<file path="config.mk">
export PLATFORM = sky130hd
export DESIGN_NAME = tcrc_top
export DESIGN_NICKNAME = d
export VERILOG_FILES = /design/src/tcrc_pkg.sv /design/src/tcrc_top.sv
export SDC_FILE = /design/constraint.sdc
export NUM_CORES = 1
export LEC_CHECK = 0
export BUFFER_PORTS_ARGS = -buffer_cell sky130_fd_sc_hd__buf_4
export CAP_MARGIN = 10
export CORE_MARGIN = 3
export CORE_UTILIZATION = 40
export DETAILED_ROUTE_END_ITERATION = 10
export MAX_ROUTING_LAYER = met4
export SYNTH_ARGS = -nofsm -noshare
export SYNTH_HDL_FRONTEND = slang
export SYNTH_SLANG_ARGS = --single-unit
export TNS_END_PERCENT = 50
</file>
<file path="constraint.sdc">
create_clock -name hclk -period 2.75 [get_ports hclk]
set_input_delay 0 -clock hclk [delete_from_list [all_inputs] [get_ports hclk]]
set_output_delay 0 -clock hclk [all_outputs]
set_load 0.02 [all_outputs]
</file>
<file path="src/tcrc_pkg.sv">
// Package for the timer 2 capture/reload counter block.
// Assumes one 125 MHz system clock; registers sit on AHB-Lite.
package tcrc_pkg;

    // ------------------------------------------------------------
    // Register indices (byte address is four times the index)
    // ------------------------------------------------------------
    localparam logic [7:0] IDX_CTL = 8'hC8; // timer2_control
    localparam logic [7:0] IDX_MODE = 8'hC9; // timer2_mode
    localparam logic [7:0] IDX_RLL = 8'hCA; // timer2_reload_low
    localparam logic [7:0] IDX_RLH = 8'hCB; // timer2_reload_high
    localparam logic [7:0] IDX_CNL = 8'hCC; // timer2_count_low
    localparam logic [7:0] IDX_CNH = 8'hCD; // timer2_count_high
    localparam logic [7:0] IDX_AUX = 8'hCE; // speed and irq enable

    // ------------------------------------------------------------
    // Field positions
    // ------------------------------------------------------------
    localparam int B_TF = 7; // overflow_flag
    localparam int B_EXF = 6; // external_flag
    localparam int B_RXB = 5; // rx baud source select
    localparam int B_TXB = 4; // tx_baud_source_select
    localparam int B_EXEN = 3; // external_enable
    localparam int B_RUN = 2; // run_control
    localparam int B_CT = 1; // counter_timer_select
    localparam int B_CPRL = 0; // capture_reload_select
    localparam int B_OE = 1; // clock_output_enable
    localparam int B_DOWN_COUNT_ENABLE = 0; // down_count_enable
    localparam int B_IEN = 1; // timer_interrupt_enable
    localparam int B_SPD = 0; // speed_select

    // ------------------------------------------------------------
    // Reset values and cycle counts
    // ------------------------------------------------------------
    localparam logic [7:0] CTL_RST = 8'h00;
    localparam logic [15:0] CNT_RST = 16'h0000;
    localparam logic [15:0] CNT_ALL1 = 16'hFFFF;
    localparam logic [3:0] DIV_BAUD = 4'h2; // clocks per tick
    localparam logic [3:0] DIV_SLOW = 4'hC; // timer, speed 0
    localparam logic [3:0] DIV_FAST = 4'h4; // timer, speed 1

    // Whole state of the block
    typedef struct packed {
        logic [7:0] ctl;
        logic [1:0] mode;
        logic [1:0] aux;
        logic [15:0] cnt;
        logic [15:0] rcap;
        logic [3:0] pre;
        logic [2:0] t2s;
        logic t2l;
        logic [2:0] exs;
        logic exl;
        logic wv;
        logic [7:0] widx;
        logic [31:0] rdata;
        logic irq;
        logic rxt;
        logic txt;
        logic cko;
        logic ckoe;
        logic rdy;
    } tcrc_state_s;

endpackage

</file>
<file path="src/tcrc_top.sv">
// Timer 2: 16-bit timer/counter with capture/reload, up/down,
// baud-rate generator and clock output, behind an AHB-Lite slave.
// Assumes pins are asynchronous and the other timer's overflow
// pulse and the serial mode come from logic on hclk.
//
// Summary of operation
// Overflow flag sets on FFFF to 0000 roll
// Down count sets flag when count equals reload
// Overflow flag sets only with both baud sources 0
// Software alone clears the overflow flag
// Trigger falling edge sets external flag when enabled
// Down mode: external flag toggles, no interrupt
// External flag set requests interrupt if enabled
// Rx baud source selects other or own overflow
// Tx baud source selects other or own overflow
// Any baud source forces baud generator, clock/2
// Baud or clock-out mode ticks every two clocks
// Baud mode ignores capture select, always reloads
// Trigger needs enable; in baud mode it sets the external flag only, no load
// Run control low halts and holds the count
// Select chooses prescaled clock or count pin edges
// Reload mode loads reload on overflow or trigger
// Capture mode copies count to reload on trigger
// Clock output drives count pin, no rollover irq
// Down enable with trigger level sets direction
// Reserved mode bits read with no meaning
// Interrupt passes only when its enable is set
// Up when trigger high, down when low, underflow FFFF
// Interrupt is OR of overflow and external flags
`timescale 1ns/10ps
module tcrc_top
    import tcrc_pkg::*;
(
    input wire logic hclk,
    input wire logic hresetn,
    input wire logic clk_en,
    input wire logic hsel,
    input wire logic [31:0] haddr,
    input wire logic [1:0] htrans,
    input wire logic hwrite,
    input wire logic [2:0] hsize,
    input wire logic [31:0] hwdata,
    input wire logic hready,
    output logic hreadyout,
    output logic hresp,
    output logic [31:0] hrdata,
    input wire logic count_input_pin_i,
    output logic count_input_pin_o,
    output logic count_input_pin_oe,
    input wire logic trigger_pin,
    input wire logic other_timer_ovf,
    input wire logic [1:0] serial_mode,
    output logic rx_baud_tick,
    output logic tx_baud_tick,
    output logic timer_irq
);

    // ------------------------------------------------------------
    // State and helper signals
    // ------------------------------------------------------------
    tcrc_state_s q; // Registered state
    tcrc_state_s d; // Next state
    logic baud; // Baud generator mode
    logic clkout; // Clock output mode
    logic dmode; // Reload mode with down count
    logic up; // Count direction
    logic tick; // Count advance this cycle
    logic ovf; // Overflow or underflow
    logic t2_edge; // Count pin falling edge
    logic ex_edge; // Trigger pin falling edge
    logic trig; // Accepted trigger event
    logic wr_ctl; // Bus write to control
    logic wr_cnt; // Bus write to either count byte

    // Register read decode
    function automatic logic [31:0] reg_read(
        input logic [7:0] idx,
        input tcrc_state_s s
    );
        logic [31:0] r;
        r = 32'h0000_0000;
        case (idx)
            IDX_CTL: r[7:0] = s.ctl;
            IDX_MODE: r[1:0] = s.mode; // Reserved bits give 0 R20
            IDX_RLL: r[7:0] = s.rcap[7:0];
            IDX_RLH: r[7:0] = s.rcap[15:8];
            IDX_CNL: r[7:0] = s.cnt[7:0];
            IDX_CNH: r[7:0] = s.cnt[15:8];
            IDX_AUX: r[1:0] = s.aux;
            default: r = 32'h0000_0000;
        endcase
        return r;
    endfunction

    // ------------------------------------------------------------
    // Mode decode and events
    // ------------------------------------------------------------

    // Either baud source forces baud mode
    assign baud = q.ctl[B_RXB] | q.ctl[B_TXB];
    // Clock output needs the timer function
    assign clkout = q.mode[B_OE] & ~q.ctl[B_CT];
    // Down count only in plain reload mode
    assign dmode = q.mode[B_DOWN_COUNT_ENABLE] & ~q.ctl[B_CPRL] & ~baud;
    // Trigger level high counts up, low counts down
    assign up = ~(dmode & ~q.exl);
    // Agreed-level falling edges on the pins
    assign t2_edge = q.t2l & (q.t2s[1] == q.t2s[2]) & ~q.t2s[1];
    assign ex_edge = q.exl & (q.exs[1] == q.exs[2]) & ~q.exs[1];
    // Trigger used only when enabled, not as direction
    assign trig = ex_edge & q.ctl[B_EXEN] & ~dmode;
    assign wr_ctl = q.wv & (q.widx == IDX_CTL);
    assign wr_cnt = q.wv & ((q.widx == IDX_CNL) |
                            (q.widx == IDX_CNH));

    // ------------------------------------------------------------
    // Next-state logic
    // ------------------------------------------------------------

    // Whole block: bus, pins, prescaler, counter, flags
    always_comb
    begin
        d = q;
        tick = 1'b0;
        ovf = 1'b0;
        // Pin synchronisers, three stages
        d.t2s = {q.t2s[1:0], count_input_pin_i};
        d.exs = {q.exs[1:0], trigger_pin};
        // Level follows once stages two and three agree
        if (q.t2s[1] == q.t2s[2])
        begin
            d.t2l = q.t2s[1];
        end
        if (q.exs[1] == q.exs[2])
        begin
            d.exl = q.exs[1];
        end
        // Tick source: divide by two, prescaler or pin
        if (baud | clkout)
        begin
            // Fixed two clocks per tick R10 R11
            if (q.pre >= DIV_BAUD - 4'h1)
            begin
                d.pre = 4'h0;
                tick = 1'b1;
            end
            else
            begin
                d.pre = q.pre + 4'h1;
            end
        end
        else if (q.ctl[B_CT])
        begin
            // Counter: count pin falling edges R15
            d.pre = 4'h0;
            tick = t2_edge;
        end
        else
        begin
            // Timer: prescaled clock by speed select R15
            if (q.pre >= (q.aux[B_SPD] ? DIV_FAST : DIV_SLOW)
                         - 4'h1)
            begin
                d.pre = 4'h0;
                tick = 1'b1;
            end
            else
            begin
                d.pre = q.pre + 4'h1;
            end
        end
        // Halted timer keeps its count R14
        if (!q.ctl[B_RUN])
        begin
            tick = 1'b0;
        end
        // Counter update
        if (tick)
        begin
            if (up)
            begin
                if (q.cnt == CNT_ALL1)
                begin
                    ovf = 1'b1;
                    // Reload unless plain capture mode R12 R16
                    d.cnt = (baud | ~q.ctl[B_CPRL]) ? q.rcap
                                                     : CNT_RST;
                end
                else
                begin
                    d.cnt = q.cnt + 16'h0001;
                end
            end
            else if (q.cnt == q.rcap)
            begin
                // Underflow at reload value loads all ones R2 R22
                ovf = 1'b1;
                d.cnt = CNT_ALL1;
            end
            else
            begin
                d.cnt = q.cnt - 16'h0001;
            end
        end
        // Trigger: capture or reload outside baud mode
        if (trig & ~baud)
        begin
            if (q.ctl[B_CPRL])
            begin
                d.rcap = q.cnt;
            end
            else
            begin
                d.cnt = q.rcap;
            end
        end
        // Bus write data phase; bytes in the low lane
        if (q.wv)
        begin
            case (q.widx)
                IDX_CTL: d.ctl = hwdata[7:0];
                IDX_MODE: d.mode = hwdata[1:0];
                IDX_RLL: d.rcap[7:0] = hwdata[7:0];
                IDX_RLH: d.rcap[15:8] = hwdata[7:0];
                IDX_CNL: d.cnt[7:0] = hwdata[7:0];
                IDX_CNH: d.cnt[15:8] = hwdata[7:0];
                IDX_AUX: d.aux = hwdata[1:0];
                default: d.aux = d.aux; // Unmapped: ignored
            endcase
        end
        // Hardware flag sets win over a software clear
        if (ovf & ~baud)
        begin
            d.ctl[B_TF] = 1'b1;
        end
        if (ovf & dmode)
        begin
            d.ctl[B_EXF] = ~q.ctl[B_EXF];
        end
        else if (trig)
        begin
            d.ctl[B_EXF] = 1'b1;
        end
        // Clock output toggles on every rollover R18
        d.ckoe = clkout;
        if (clkout & ovf)
        begin
            d.cko = ~q.cko;
        end
        // Baud ticks, serial modes 1 and 3 only R8 R9
        d.rxt = serial_mode[0] &
                (q.ctl[B_RXB] ? (ovf & baud) : other_timer_ovf);
        d.txt = serial_mode[0] &
                (q.ctl[B_TXB] ? (ovf & baud) : other_timer_ovf);
        // Masked OR of both flags, with suppressions R7 R21 R23
        d.irq = q.aux[B_IEN] &
                ((d.ctl[B_TF] & ~clkout) |
                 (d.ctl[B_EXF] & ~dmode));
        // Address phase: zero-wait slave, always ready
        d.rdy = 1'b1;
        d.wv = 1'b0;
        if (hsel & htrans[1] & hready)
        begin
            d.wv = hwrite;
            d.widx = haddr[9:2];
            d.rdata = hwrite ? 32'h0000_0000
                             : reg_read(haddr[9:2], q);
        end
        // Clock enable low freezes everything
        if (!clk_en)
        begin
            d = q;
        end
    end

    // ------------------------------------------------------------
    // State register
    // ------------------------------------------------------------

    // Asynchronous reset to constants only
    always_ff @(posedge hclk or negedge hresetn)
    begin
        if (!hresetn)
        begin
            q <= '0;
            q.rdy <= 1'b1;
        end
        else
        begin
            q <= d;
        end
    end

    // ------------------------------------------------------------
    // Outputs, all from flip-flops
    // ------------------------------------------------------------
    assign hreadyout = q.rdy;
    assign hresp = 1'b0 & q.rdy; // Always OKAY
    assign hrdata = q.rdata;
    assign count_input_pin_o = q.cko;
    assign count_input_pin_oe = q.ckoe;
    assign rx_baud_tick = q.rxt;
    assign tx_baud_tick = q.txt;
    assign timer_irq = q.irq;
endmodule // tcrc_top

</file>
==> Word level (Yosys, flattened, before mapping) <==
Cells that the tools add are included.
{ "totals": {"mem_count": 0, "input_bits": 80, "elab_cells": 125, "reg_bits": 102, "out_inout_bits": 39, "latchBits": 0, "mem_bits_ro": 0, "mem_bits_rw": 0} }
{ "classes": {"bitwise_logic": 36, "div": 0, "shift": 0, "n_mul": 0, "add_sub_neg": 4, "n_lt_le_gt_ge": 2, "n_eq_ne": 18, "mux": 39, "reduce_logical": 7} }
{ "ops": {"columns": ["op", "count"], "rows": [
  ["$eq A8 B8 Y1 const B", 14],
  ["$mux W16", 7],
  ["$mux W8", 6],
  ["$mux W44", 1],
  ["$mux W41", 1],
  ["$mux W32", 1],
  ["$pmux W6 S5", 1],
  ["$and A1 B1 Y1", 22],
  ["$mux W4", 5],
  ["$add A16 B1 Y16 const B", 1],
  ["$eq A16 B16 Y1", 1],
  ["$eq A16 B16 Y1 const B", 1],
  ["$sub A16 B1 Y16 const B", 1],
  ["$mux W1", 14],
  ["$pmux W2 S7", 1],
  ["$not A1 Y1", 10],
  ["$reduce_and A3 Y1", 3],
  ["$reduce_and A2 Y1", 4],
  ["$add A4 B1 Y4 const B", 1],
  ["$ge A4 B1 Y1 const B", 1],
  ["$ge A4 B4 Y1", 1],
  ["$mux W2", 2],
  ["$or A1 B1 Y1", 4],
  ["$sub A4 B1 Y4 const B", 1],
  ["$eq A1 B1 Y1", 2]
]} }

==> Longest topological paths before layout <==
Gate-level depths: netlist of the first run.
{ "logic_depth": {"word_depth": 17, "ltp_mapped": 9, "ltp_nobuf": 8} }

==> Least setup slack after synthesis of the first run <==
Ideal clock, no wire load.
{ "synth_path": {"kind": "register -> register", "startpoint": "register q[75] (netlist name)", "endpoint": "register q[87] (netlist name)", "stages_incl_launch_ff": 10, "n_path_buf": 1, "t_required_ps": 2672, "setup_slack_ps": 461, "arrival_ps": 2211, "period_less_slack_ps": 2289, "setup_ps": 78, "path_cell_list": "dfrtp_1 -> clkbuf_1 -> inv_1 -> ha_1 -> or4b_1 -> nor4_1 -> nor2_1 -> o21bai_1 -> a211o_1 -> a21oi_1"} }
{ "synth_between": {"elab_chain_len": 8, "elab_cells_between_ends": 12, "classes_between": "2 x add/sub; 2 x eq/ne; 8 x mux"} }
{ "synth_lines": {"columns": ["item", "line", "rtl"], "rows": [
  ["from (decl)", "tcrc_top.sv:61", "tcrc_state_s q;"],
  ["$add A16 B1 Y16 (tied with other cells)", "tcrc_top.sv:191", "d.cnt = q.cnt + 16'h0001;"],
  ["$mux W16, on equally long branches", "tcrc_top.sv:182, tcrc_top.sv:194", null],
  ["$mux W16 *", "tcrc_top.sv:180", "if (up)"],
  ["$mux W16 *", "tcrc_top.sv:178", "if (tick)"],
  ["$mux W16", "tcrc_top.sv:208", "if (q.ctl[B_CPRL])"],
  ["$mux W32 *", "tcrc_top.sv:206", "if (trig & ~baud)"],
  ["$mux W8", "tcrc_top.sv:220", "case (q.widx)"],
  ["$mux W44 *", "tcrc_top.sv:218", "if (q.wv)"]
]} }
Every way passes the cells marked *; elsewhere a longest branch is shown, timed or not.
A chain may end at the register's enable or synchronous reset.

==> Worst setup path in the final report of the first run <==
{ "layout_path": {"startpoint": "register q[100] (netlist name)", "endpoint": "register q[83] (netlist name)"} }
{ "layout_between": {"elab_chain_len": 10, "elab_cells_between_ends": 19, "classes_between": "10 x mux; 9 x bitwise"} }
{ "layout_lines": {"columns": ["item", "line", "rtl"], "rows": [
  ["$or A1 B1 Y1 *", "tcrc_top.sv:100", "assign baud = q.ctl[B_RXB] | q.ctl[B_TXB];"],
  ["$or A1 B1 Y1 / $not A1 Y1 (equally long branches)", "tcrc_top.sv:186, tcrc_top.sv:104, tcrc_top.sv:206", null],
  ["$mux W16 / $and A1 B1 Y1 (equally long branches)", "tcrc_top.sv:186, tcrc_top.sv:104", null],
  ["$mux W16 / $and A1 B1 Y1 (equally long branches)", "tcrc_top.sv:182, tcrc_top.sv:106", null],
  ["$mux W16", "tcrc_top.sv:180", null],
  ["$mux W16", "tcrc_top.sv:178", null],
  ["$mux W16", "tcrc_top.sv:208", null],
  ["$mux W32 *", "tcrc_top.sv:206", null],
  ["$mux W8", "tcrc_top.sv:220", null],
  ["$mux W44 *", "tcrc_top.sv:218", null]
]} }
Marks and branches as above.

==> impl_metrics.env, run 1 <==
export IMPL_outcome="finished, final reports clean"
export IMPL_hold_viol_final=0
export IMPL_numCtsBuffers=9
export IMPL_design_core_area_mm2=0.01399
export IMPL_syn_cell_area_mm2=0.005748
export IMPL_utilization_pct=48.99
export IMPL_cp_end_kind="flop"
export IMPL_crit_family="simple AND/OR/NAND/NOR gates"
export IMPL_dpl_worst_slack_ns=0.1973
export IMPL_fin_area_mm2=0.006853
export IMPL_crit_chain="or2_2, o21ai_1, and4_1, nand2_1, a2111oi_0, a211o_1"
export IMPL_async_flop_share_pct=100.0
export IMPL_pin_count=119
export IMPL_ys_warn_count=0
export IMPL_root_buffer="clkbuf_16"
export IMPL_critPathMaxStageDelay_ns=0.53
export IMPL_finClkSkew_ns=0.008070
export IMPL_worst_path_max_delay_cell="and4_1"
export IMPL_sw_frac_of_total_pct=32.45
export IMPL_setup_tns_final_ns=0
export IMPL_clk_pin_slew_ns=0.07
export IMPL_power_density_mw_per_mm2=515.8
export IMPL_critPathLaunchType="flop"
export IMPL_first_global_vias=5566
export IMPL_wirelength_mm=20.11
export IMPL_path_max_fanout=10
export IMPL_p_seq_share_pct=40.9
export IMPL_synth_seq_area_share_pct=33.96
export IMPL_wire_per_inst_um=21.90
export IMPL_combinationalPowerShare_pct=23.2
export IMPL_grt_overflow=0
export IMPL_insertion_delay_ns=0.35
export IMPL_dieArea_mm2=0.01584
export IMPL_place_hpwl_mm=14.17
export IMPL_worstPathRequired_ns=3.04
export IMPL_grt_start_max_net_pins=79
export IMPL_crit_buf_inv=0
export IMPL_avgSynthCellArea_um2=8.605
export IMPL_rsz0062_at_grt="false"
export IMPL_place_area_mm2=0.006359
export IMPL_drtIter0Drc=594
export IMPL_clock_sinks=78
export IMPL_ys_ff_latch=78
export IMPL_vias=5717
export IMPL_relSlewSlack_pct=27.62
export IMPL_final_cell_mix="buf_4 (95), dfrtp_1 (78), nor2_1 (53), a21oi_1 (46), nand2_1 (39)"
export IMPL_ant_nets=0
export IMPL_power_leakage_nw=2.902
export IMPL_drc=0
export IMPL_num_rows=43
export IMPL_power_switching_mw=1.147
export IMPL_die_h_um=125.9
export IMPL_start_util_pct=41.09
export IMPL_grt_pass1_wl_mm=31.51
export IMPL_vias_per_cell=6.228
export IMPL_setup_viol=0
export IMPL_cap_viol_max_count=0
export IMPL_fill_cells=1342
export IMPL_syn2layout_area_growth_pct=19.22
export IMPL_drv_slew=0
export IMPL_max_clock_freq_mhz=385.5
export IMPL_tightest_slew_ns=1.086
export IMPL_gp_congestion=0.9405
export IMPL_p_total_mw=3.535
export IMPL_p_clk_share_pct=35.9
export IMPL_cts_buffer_depth=2
export IMPL_cts_tree="yes"
export IMPL_nets=820
export IMPL_synth_edff_count=0
export IMPL_vdd_drop_max_v=0.0003923
export IMPL_netlist_cell_type_count=71
export IMPL_min_period_over_period_pct=94.34
export IMPL_worstPathArrival_ns=2.89
export IMPL_drive_gt1_share_pct=22.22
export IMPL_yosys_most_used_dff="dfrtp_1"
export IMPL_final_cell_count_no_fill=918
export IMPL_cts_max_level=3
export IMPL_layout_setup_ws_ns=0.1557
export IMPL_period_needed_ns=2.594
export IMPL_die_w_um=125.9
export IMPL_io_buffer_count=39
export IMPL_critPathKind="flop to flop"
export IMPL_antenna_found_initial=0
export IMPL_dpl_cell_count=885
export IMPL_final_common_cell="buf_4"
export IMPL_first_pass_iters=5
export IMPL_track_usage_pct=26.09
export IMPL_n_antenna_cell=0
export IMPL_p_int_mw=2.388
export IMPL_hold_slack_ns=0.01415
export IMPL_min_path_type="input port to flop"
export IMPL_netlist_instances=668
power by group through the flow:
stage	Clock (mW)	Combinational, mW	Sequential [mW]
after floorplan	0	0.569	1.39
after global placement	0	0.771	1.45
after detailed placement	0	0.789	1.46
after CTS	1.29	0.811	1.44
after global routing	1.34	0.905	1.46
final	1.27	0.819	1.45
sequential cells by signal, summed over array words and instances, names as in the netlist:
register / count
q: 65
hrdata: 8
count_input_pin_o: 1
count_input_pin_oe: 1
rx_baud_tick: 1
timer_irq: 1
tx_baud_tick: 1
cell type report:
| cell class | instances | area [um2] | share of cell area (%) |
|---|---|---|---|
| Tap cell | 180 | 225.2 | 3.286 |
| Inverter | 19 | 71.32 | 1.041 |
| Sequential cell | 78 | 1952 | 28.48 |
| Timing Repair Buffer | 114 | 913.4 | 13.33 |
| Multi-Input combinational cell | 512 | 3383 | 49.37 |
| Clock inverter | 4 | 55.05 | 0.8034 |
| Clock buffer | 11 | 252.7 | 3.688 |
cell usage after synthesis (12+ instances only):
master | instances | area (um2)
o22ai_1 | 23 | 143.9
xor2_1 | 19 | 166.4
mux2_2 | 33 | 371.6
o21ai_0 | 36 | 180.2
xnor2_1 | 15 | 131.4
nor2_1 | 53 | 198.9
inv_1 | 19 | 71.32
nor3_1 | 19 | 95.09
buf_4 | 34 | 255.2
dfrtp_1 | 78 | 1952
a211o_1 | 12 | 105.1
a21oi_1 | 46 | 230.2
nand2_1 | 39 | 146.4
nand3_1 | 21 | 105.1
nand4_1 | 14 | 87.58
clkbuf_1 | 38 | 142.6
timing repair:
item                                   in CTS  in global routing
setup buffers                               0                  0
setup endpoints to repair                   0                  5
resized for setup                           0                  2
hold buffers                               18                  0
endpoints found under the hold margin     100                  0
cell families (layout without fill, tap and decap cells):
| logic type | count (synthesis) | in the layout | synth area share, % |
|---|---|---|---|
| fa+ha+maj | 6 | 6 | 1.306 |
| simple gates | 214 | 214 | 20.33 |
| compound gates | 187 | 187 | 21.31 |
| flops | 78 | 78 | 33.96 |
| buf+inv | 102 | 148 | 9.012 |
| other cells | 2 | 26 | 0.1307 |
| mux | 45 | 45 | 8.772 |
| xor+xnor | 34 | 34 | 5.181 |
metal layers:
| layer | vias to the layer above | share of wire [%] | track usage (%) |
|---|---|---|---|
| met3 | 47 | 9.1 | 6.913 |
| met4 | 0 | 2.8 | 8.202 |
| met1 | 2813 | 43 | 34.79 |
| met5 | - | 0 | - |
| met2 | 310 | 45 | 39.02 |
| li1 | 2547 | - | - |
worst paths after layout:
path                       cells after the start                end         startpoint  slack (ns)
setup / recovery                               6              q[83]             q[100]        0.16
hold / removal                                 2              q[40]           haddr[4]        0.01
setup reg to reg                               6              q[83]             q[100]        0.16
hold reg to reg                                1  count_input_pin_o  count_input_pin_o        0.48
max in group asynchronous                      2              q[89]            hresetn        1.65
min in group asynchronous                      2              q[87]            hresetn        0.35
No activity file was read; power rests on OpenSTA's default activity.
==> inputs of run 2 (changes only) <==
MAX_ROUTING_LAYER = not set   (was met4)
==> run 2 against run 1 <==
  * Hold slack lost 0.0050 ns
  * Maximum frequency grew 0.36%
  * Register-to-register slack is essentially flat
  * Combinational power shrank 2.6%
  * Utilization shrank 0.56 points
  * Largest cell class unchanged
  * Global-route usage shrank 1.4 points
  * Critical path depth grew 1
  * Clock skew grew 0.00079 ns
  * Critical path type unchanged
  * Routed wire length shrank 2.2%
  * Cell area shrank 1.2%
==> impl_metrics.env, run 2 (synthesis gave the netlist of run 1 again) <==
export IMPL_outcome="finished, final reports clean"
export IMPL_final_cell_mix="buf_4 (88), dfrtp_1 (77), nor2_1 (53), a21oi_1 (46), nand2_1 (39)"
export IMPL_gp_congestion=0.9712
export IMPL_clk_pin_slew_ns=0.06
export IMPL_start_util_pct=41.09
export IMPL_cp_end_kind="flop"
export IMPL_root_buffer="clkbuf_16"
export IMPL_path_max_fanout=9
export IMPL_insertion_delay_ns=0.35
export IMPL_max_clock_freq_mhz=386.9
export IMPL_combinationalPowerShare_pct=23.2
export IMPL_cap_viol_max_count=0
export IMPL_n_antenna_cell=0
export IMPL_place_hpwl_mm=13.82
export IMPL_regArea_mm2=0.001953
export IMPL_worstPathRequired_ns=2.99
export IMPL_pin_count=119
export IMPL_drtIter0Drc=781
export IMPL_drv_slew=0
export IMPL_wl_met1_mm=7.947
export IMPL_route_met2_wl_mm=9.088
export IMPL_antenna_found_initial=0
export IMPL_cts_tree="yes"
export IMPL_wl_met3_mm=2.125
export IMPL_die_h_um=125.9
export IMPL_rsz0062_at_grt="false"
export IMPL_finClkSkew_ns=0.008855
export IMPL_numCtsBuffers=9
export IMPL_drive_gt1_share_pct=21.48
export IMPL_crit_start="q[76]"
export IMPL_worstReg2RegStart="q[76]"
export IMPL_p_clk_share_pct=34.9
export IMPL_period_needed_ns=2.585
export IMPL_power_switching_mw=1.122
export IMPL_p_seq_share_pct=41.9
export IMPL_setup_tns_final_ns=0
export IMPL_grt_pass1_wl_mm=30.77
export IMPL_die_w_um=125.9
export IMPL_endpoint="q[77]"
export IMPL_hold_viol_final=0
export IMPL_io_buffer_count=39
export IMPL_min_path_type="input port to flop"
export IMPL_drc=0
export IMPL_fill_cells=1384
export IMPL_design_core_area_mm2=0.01399
export IMPL_critPathKind="flop to flop"
export IMPL_first_global_vias=5531
export IMPL_worstPathArrival_ns=2.82
export IMPL_p_int_mw=2.324
export IMPL_tightest_slew_ns=1.063
export IMPL_vdd_drop_max_v=0.0003338
export IMPL_power_density_mw_per_mm2=508.8
export IMPL_regMostFlops="q"
export IMPL_ant_nets=0
export IMPL_setup_viol=0
export IMPL_wirelength_mm=19.66
export IMPL_cts_setup_buffers=0
export IMPL_vias_per_cell=6.360
export IMPL_relSlewSlack_pct=29.10
export IMPL_dieArea_mm2=0.01584
export IMPL_min_period_over_period_pct=94.00
export IMPL_wire_per_inst_um=21.58
export IMPL_top_layer_used="met4"
export IMPL_cts_buffer_depth=2
export IMPL_clock_sinks=78
export IMPL_utilization_pct=48.43
export IMPL_power_leakage_nw=2.864
export IMPL_syn2layout_area_growth_pct=17.85
export IMPL_largest_reg_flops=65
export IMPL_grt_overflow=0
export IMPL_track_usage_pct=24.69
export IMPL_multi_input_area_mm2=0.003382
export IMPL_vias=5794
export IMPL_final_common_cell="buf_4"
export IMPL_critPathLaunchType="flop"
export IMPL_first_pass_iters=5
export IMPL_nets=812
export IMPL_r2r_end="q[77]"
export IMPL_sw_frac_of_total_pct=32.56
export IMPL_grt_start_max_net_pins=79
export IMPL_num_rows=43
export IMPL_reg2reg_slack_ns=0.17
export IMPL_cts_max_level=3
export IMPL_r2r_worst_path_cells=7
-- run 2: power groups by stage --
stage | clock [mW] | sequential, mW | combinational, mW
after global placement | 0 | 1.45 | 0.743
final | 1.20 | 1.45 | 0.798
after global routing | 1.27 | 1.46 | 0.877
after floorplan | 0 | 1.39 | 0.569
after detailed placement | 0 | 1.46 | 0.765
after CTS | 1.22 | 1.44 | 0.788
-- run 2: worst min path at each step --
stage / from / end / cells after the start
5_1_grt: hwdata[1] / q[92] / 2
3_5_place_dp: hwrite / hrdata[7] / 2
3_3_place_gp: hwrite / hrdata[7] / 2
6_report: hwdata[1] / q[96] / 2
2_1_floorplan: hresetn / count_input_pin_o / 0
4_1_cts: hwdata[1] / q[92] / 2
-- run 2: metal layers --
metal / vias to the layer above / GRT usage [%]
met3: 47 / 4.792
li1: 2541 / -
met5: - / 0
met2: 387 / 39.74
met4: 0 / 7.382
met1: 2819 / 33.90
-- run 2: stage by stage --
step,hold slack [ns],cell area [um2],instances,worst slack [ns],power (mW)
floorplan,-0.2956,5838,692,0.4614,1.959
global placement,0.2247,6306,878,0.2361,2.191
detailed placement,0.2293,6306,878,0.1434,2.222
CTS,0.00004421,6768,911,0.1252,3.448
global route,0.0002069,6774,911,0.006116,3.609
finish,0.009100,6774,911,0.1650,3.447
-- run 2: layout make-up --
cell class              count  area share, %
multi-input cells         512          49.93
flip-flops and latches     78          28.83
clock buffers              10          3.380
well taps                 180          3.325
inverters                  19          1.053
clock inverters             6         0.9235
repair buffers            106          12.56
-- run 2: repair_timing --
action                                 CTS  global route
hold buffers                            17             0
resized for setup                        0             2
setup endpoints to repair                0             2
endpoints found under the hold margin   98             0
-- run 2: worst max-delay path, stage by stage, from the launching register on --
cell and delay [ns]:
dfrtp_2 0.50, ha_1 0.29, nand4_1 0.20, nor2_1 0.30, and4b_1 0.44, a2111oi_0 0.16
a211o_1 0.28, a221oi_1 0.31
==> inputs of run 3 (changes only) <==
PLACE_DENSITY = 0.67   (was not set)
==> run 3 against run 2 <==
  * Via count fell by 2.0%
  * Non-clock buffer count fell by 5
  * Clock-buffer cell count up 2
  * Routed wire length shrank 1.1%
  * Utilization fell by 0.072 points
  * Clock skew is 0.0045 ns lower
  * Clock power grew 6%
  * Hold slack better by 0.015 ns
  * Sequential power hardly changed
  * Highest routed layer unchanged
==> impl_metrics.env, run 3 (synthesis gave the netlist of run 1 again) <==
export IMPL_vias=5676
export IMPL_syn2layout_area_growth_pct=17.68
export IMPL_cts_max_level=3
export IMPL_track_usage_pct=24.04
export IMPL_grt_pass1_wl_mm=30.04
export IMPL_whs_path_depth=2
export IMPL_numCtsBuffers=9
export IMPL_setup_viol=0
export IMPL_worstReg2RegStart="q[75]"
export IMPL_outcome="finished, final reports clean"
export IMPL_fin_area_mm2=0.006764
export IMPL_final_common_cell="buf_4"
export IMPL_worst_path_max_delay_cell="dlygate4sd3_1"
export IMPL_worstPathRequired_ns=3.04
export IMPL_vias_per_cell=6.265
export IMPL_design_core_area_mm2=0.01399
export IMPL_combinationalPowerShare_pct=21.5
export IMPL_drive_gt1_share_pct=21.21
export IMPL_root_buffer="clkbuf_16"
export IMPL_drv_slew=0
export IMPL_antenna_found_initial=0
export IMPL_drtIter0Drc=495
export IMPL_relSlewSlack_pct=32.25
export IMPL_cap_viol_max_count=0
export IMPL_grt_start_max_net_pins=79
export IMPL_r2r_end="rx_baud_tick"
export IMPL_first_pass_iters=5
export IMPL_insertion_delay_ns=0.35
export IMPL_ant_nets=0
export IMPL_final_cell_mix="buf_4 (82), dfrtp_1 (76), nor2_1 (52), a21oi_1 (46), nand2_1 (39)"
export IMPL_p_total_mw=3.498
export IMPL_io_buffer_count=39
export IMPL_tightest_slew_ns=1.016
export IMPL_cts_buffer_depth=2
export IMPL_crit_top_cell="buf_4"
export IMPL_p_int_mw=2.393
export IMPL_dpl_worst_slack_ns=0.2505
export IMPL_place_area_mm2=0.006241
export IMPL_drc=0
export IMPL_largest_reg_flops=65
export IMPL_cp_end_kind="flop"
export IMPL_hold_viol_final=0
export IMPL_critPathMaxStageDelay_ns=0.57
export IMPL_grt_busiest_layer="met2"
export IMPL_max_clock_freq_mhz=376.5
export IMPL_vdd_drop_max_v=0.0004454
export IMPL_fill_cells=1333
export IMPL_min_path_type="input port to flop"
export IMPL_start_util_pct=41.09
export IMPL_cts_tree="yes"
export IMPL_layout_setup_ws_ns=0.09416
export IMPL_critPathLaunchType="flop"
export IMPL_die_h_um=125.9
export IMPL_reg2reg_slack_ns=0.09
export IMPL_power_switching_mw=1.104
export IMPL_first_global_vias=5354
export IMPL_critPathKind="flop to flop"
export IMPL_met3_usage_pct=6.955
export IMPL_final_cell_count_no_fill=906
export IMPL_sw_frac_of_total_pct=31.57
export IMPL_wire_per_inst_um=21.46
export IMPL_n_antenna_cell=0
export IMPL_grt_overflow=0
export IMPL_utilization_pct=48.35
export IMPL_num_rows=43
export IMPL_wirelength_mm=19.45
export IMPL_hold_slack_ns=0.02368
export IMPL_die_w_um=125.9
export IMPL_power_leakage_nw=2.842
export IMPL_clock_sinks=78
export IMPL_path_max_fanout=9
export IMPL_nets=807
export IMPL_r2r_worst_path_cells=9
export IMPL_place_hpwl_mm=13.84
export IMPL_crit_chain="ha_2, nand4_1, buf_4, nor4_4, buf_4, and2_1, nor2_1, o221ai_1, dlygate4sd3_1"
export IMPL_power_density_mw_per_mm2=517.1
export IMPL_cts_setup_buffers=0
export IMPL_pin_count=119
export IMPL_period_needed_ns=2.656
export IMPL_dieArea_mm2=0.01584
export IMPL_hold_path_startpoint="haddr[4]"
export IMPL_worstPathArrival_ns=2.95
export IMPL_clk_pin_slew_ns=0.06
export IMPL_dpl_cell_count=871
export IMPL_rsz0062_at_grt="false"
export IMPL_regMostFlops="q"
export IMPL_grtUsageMet2_pct=36.88
export IMPL_p_seq_share_pct=42.1
export IMPL_finClkSkew_ns=0.004328
export IMPL_p_clk_share_pct=36.4
export IMPL_min_period_over_period_pct=96.58
export IMPL_min_to="q[40]"
export IMPL_use_met1_pct=31.74
export IMPL_gp_congestion=1.015
export IMPL_setup_tns_final_ns=0
run 3: cell types whose count changed in the layout (fill, tap and decap cells not counted), moves of 2 or more:
| cell | delta |
|---|---|
| buf_4 | -6 |
| clkbuf_8 | +3 |
| clkinv_2 | -2 |
| dlygate4sd3_1 | +2 |
run 3: area by class of cell:
type                            count  area (um2)  share of cell area [%]
Multi-Input combinational cell    512        3388                   50.09
Sequential cell                    78        1954                   28.89
Timing Repair Buffer              101       805.8                   11.91
Clock buffer                       12       266.5                   3.940
Tap cell                          180       225.2                   3.330
Inverter                           19       71.32                   1.054
Clock inverter                      4       52.55                  0.7769
run 3: power groups by stage:
stage                     clock network, mW  logic (mW)  registers (mW)
after floorplan                           0       0.569            1.39
after global placement                    0       0.690            1.47
after detailed placement                  0       0.716            1.48
after CTS                              1.29       0.738            1.46
after global routing                   1.34       0.826            1.49
final                                  1.27       0.751            1.47
run 3: routing by layer:
| metal | vias to the layer above | part of all wire (%) |
|---|---|---|
| li1 | 2520 | - |
| met1 | 2761 | 41 |
| met2 | 339 | 46 |
| met3 | 56 | 10 |
| met4 | 0 | 3.5 |
| met5 | - | 0 |
run 3: critical path: cells and delay by family, from the launching register on:
family,cells,cell delay [ns]
compound gates,1,0.16
fa+ha+maj,1,0.25
buf+inv,3,1.00
flops,1,0.45
simple gates,4,0.73
run 3: how the worst max path moves through the flow:
stage | to | depth (start not counted) | start | slack (ns)
global placement | q[76] | 6 | q[83] | 0.29
global route | rx_baud_tick | 9 | q[76] | 0.02
CTS | rx_baud_tick | 9 | q[75] | 0.04
finish | rx_baud_tick | 9 | q[75] | 0.09
detailed placement | q[83] | 7 | q[75] | 0.25
floorplan | q[87] | 9 | q[75] | 0.46
run 3: repair_timing:
action / 4_1_cts / 5_1_grt
resized for setup: 0 / 5
hold buffers: 19 / 0
endpoints found under the setup margin: 0 / 1
hold endpoints to repair: 101 / 0
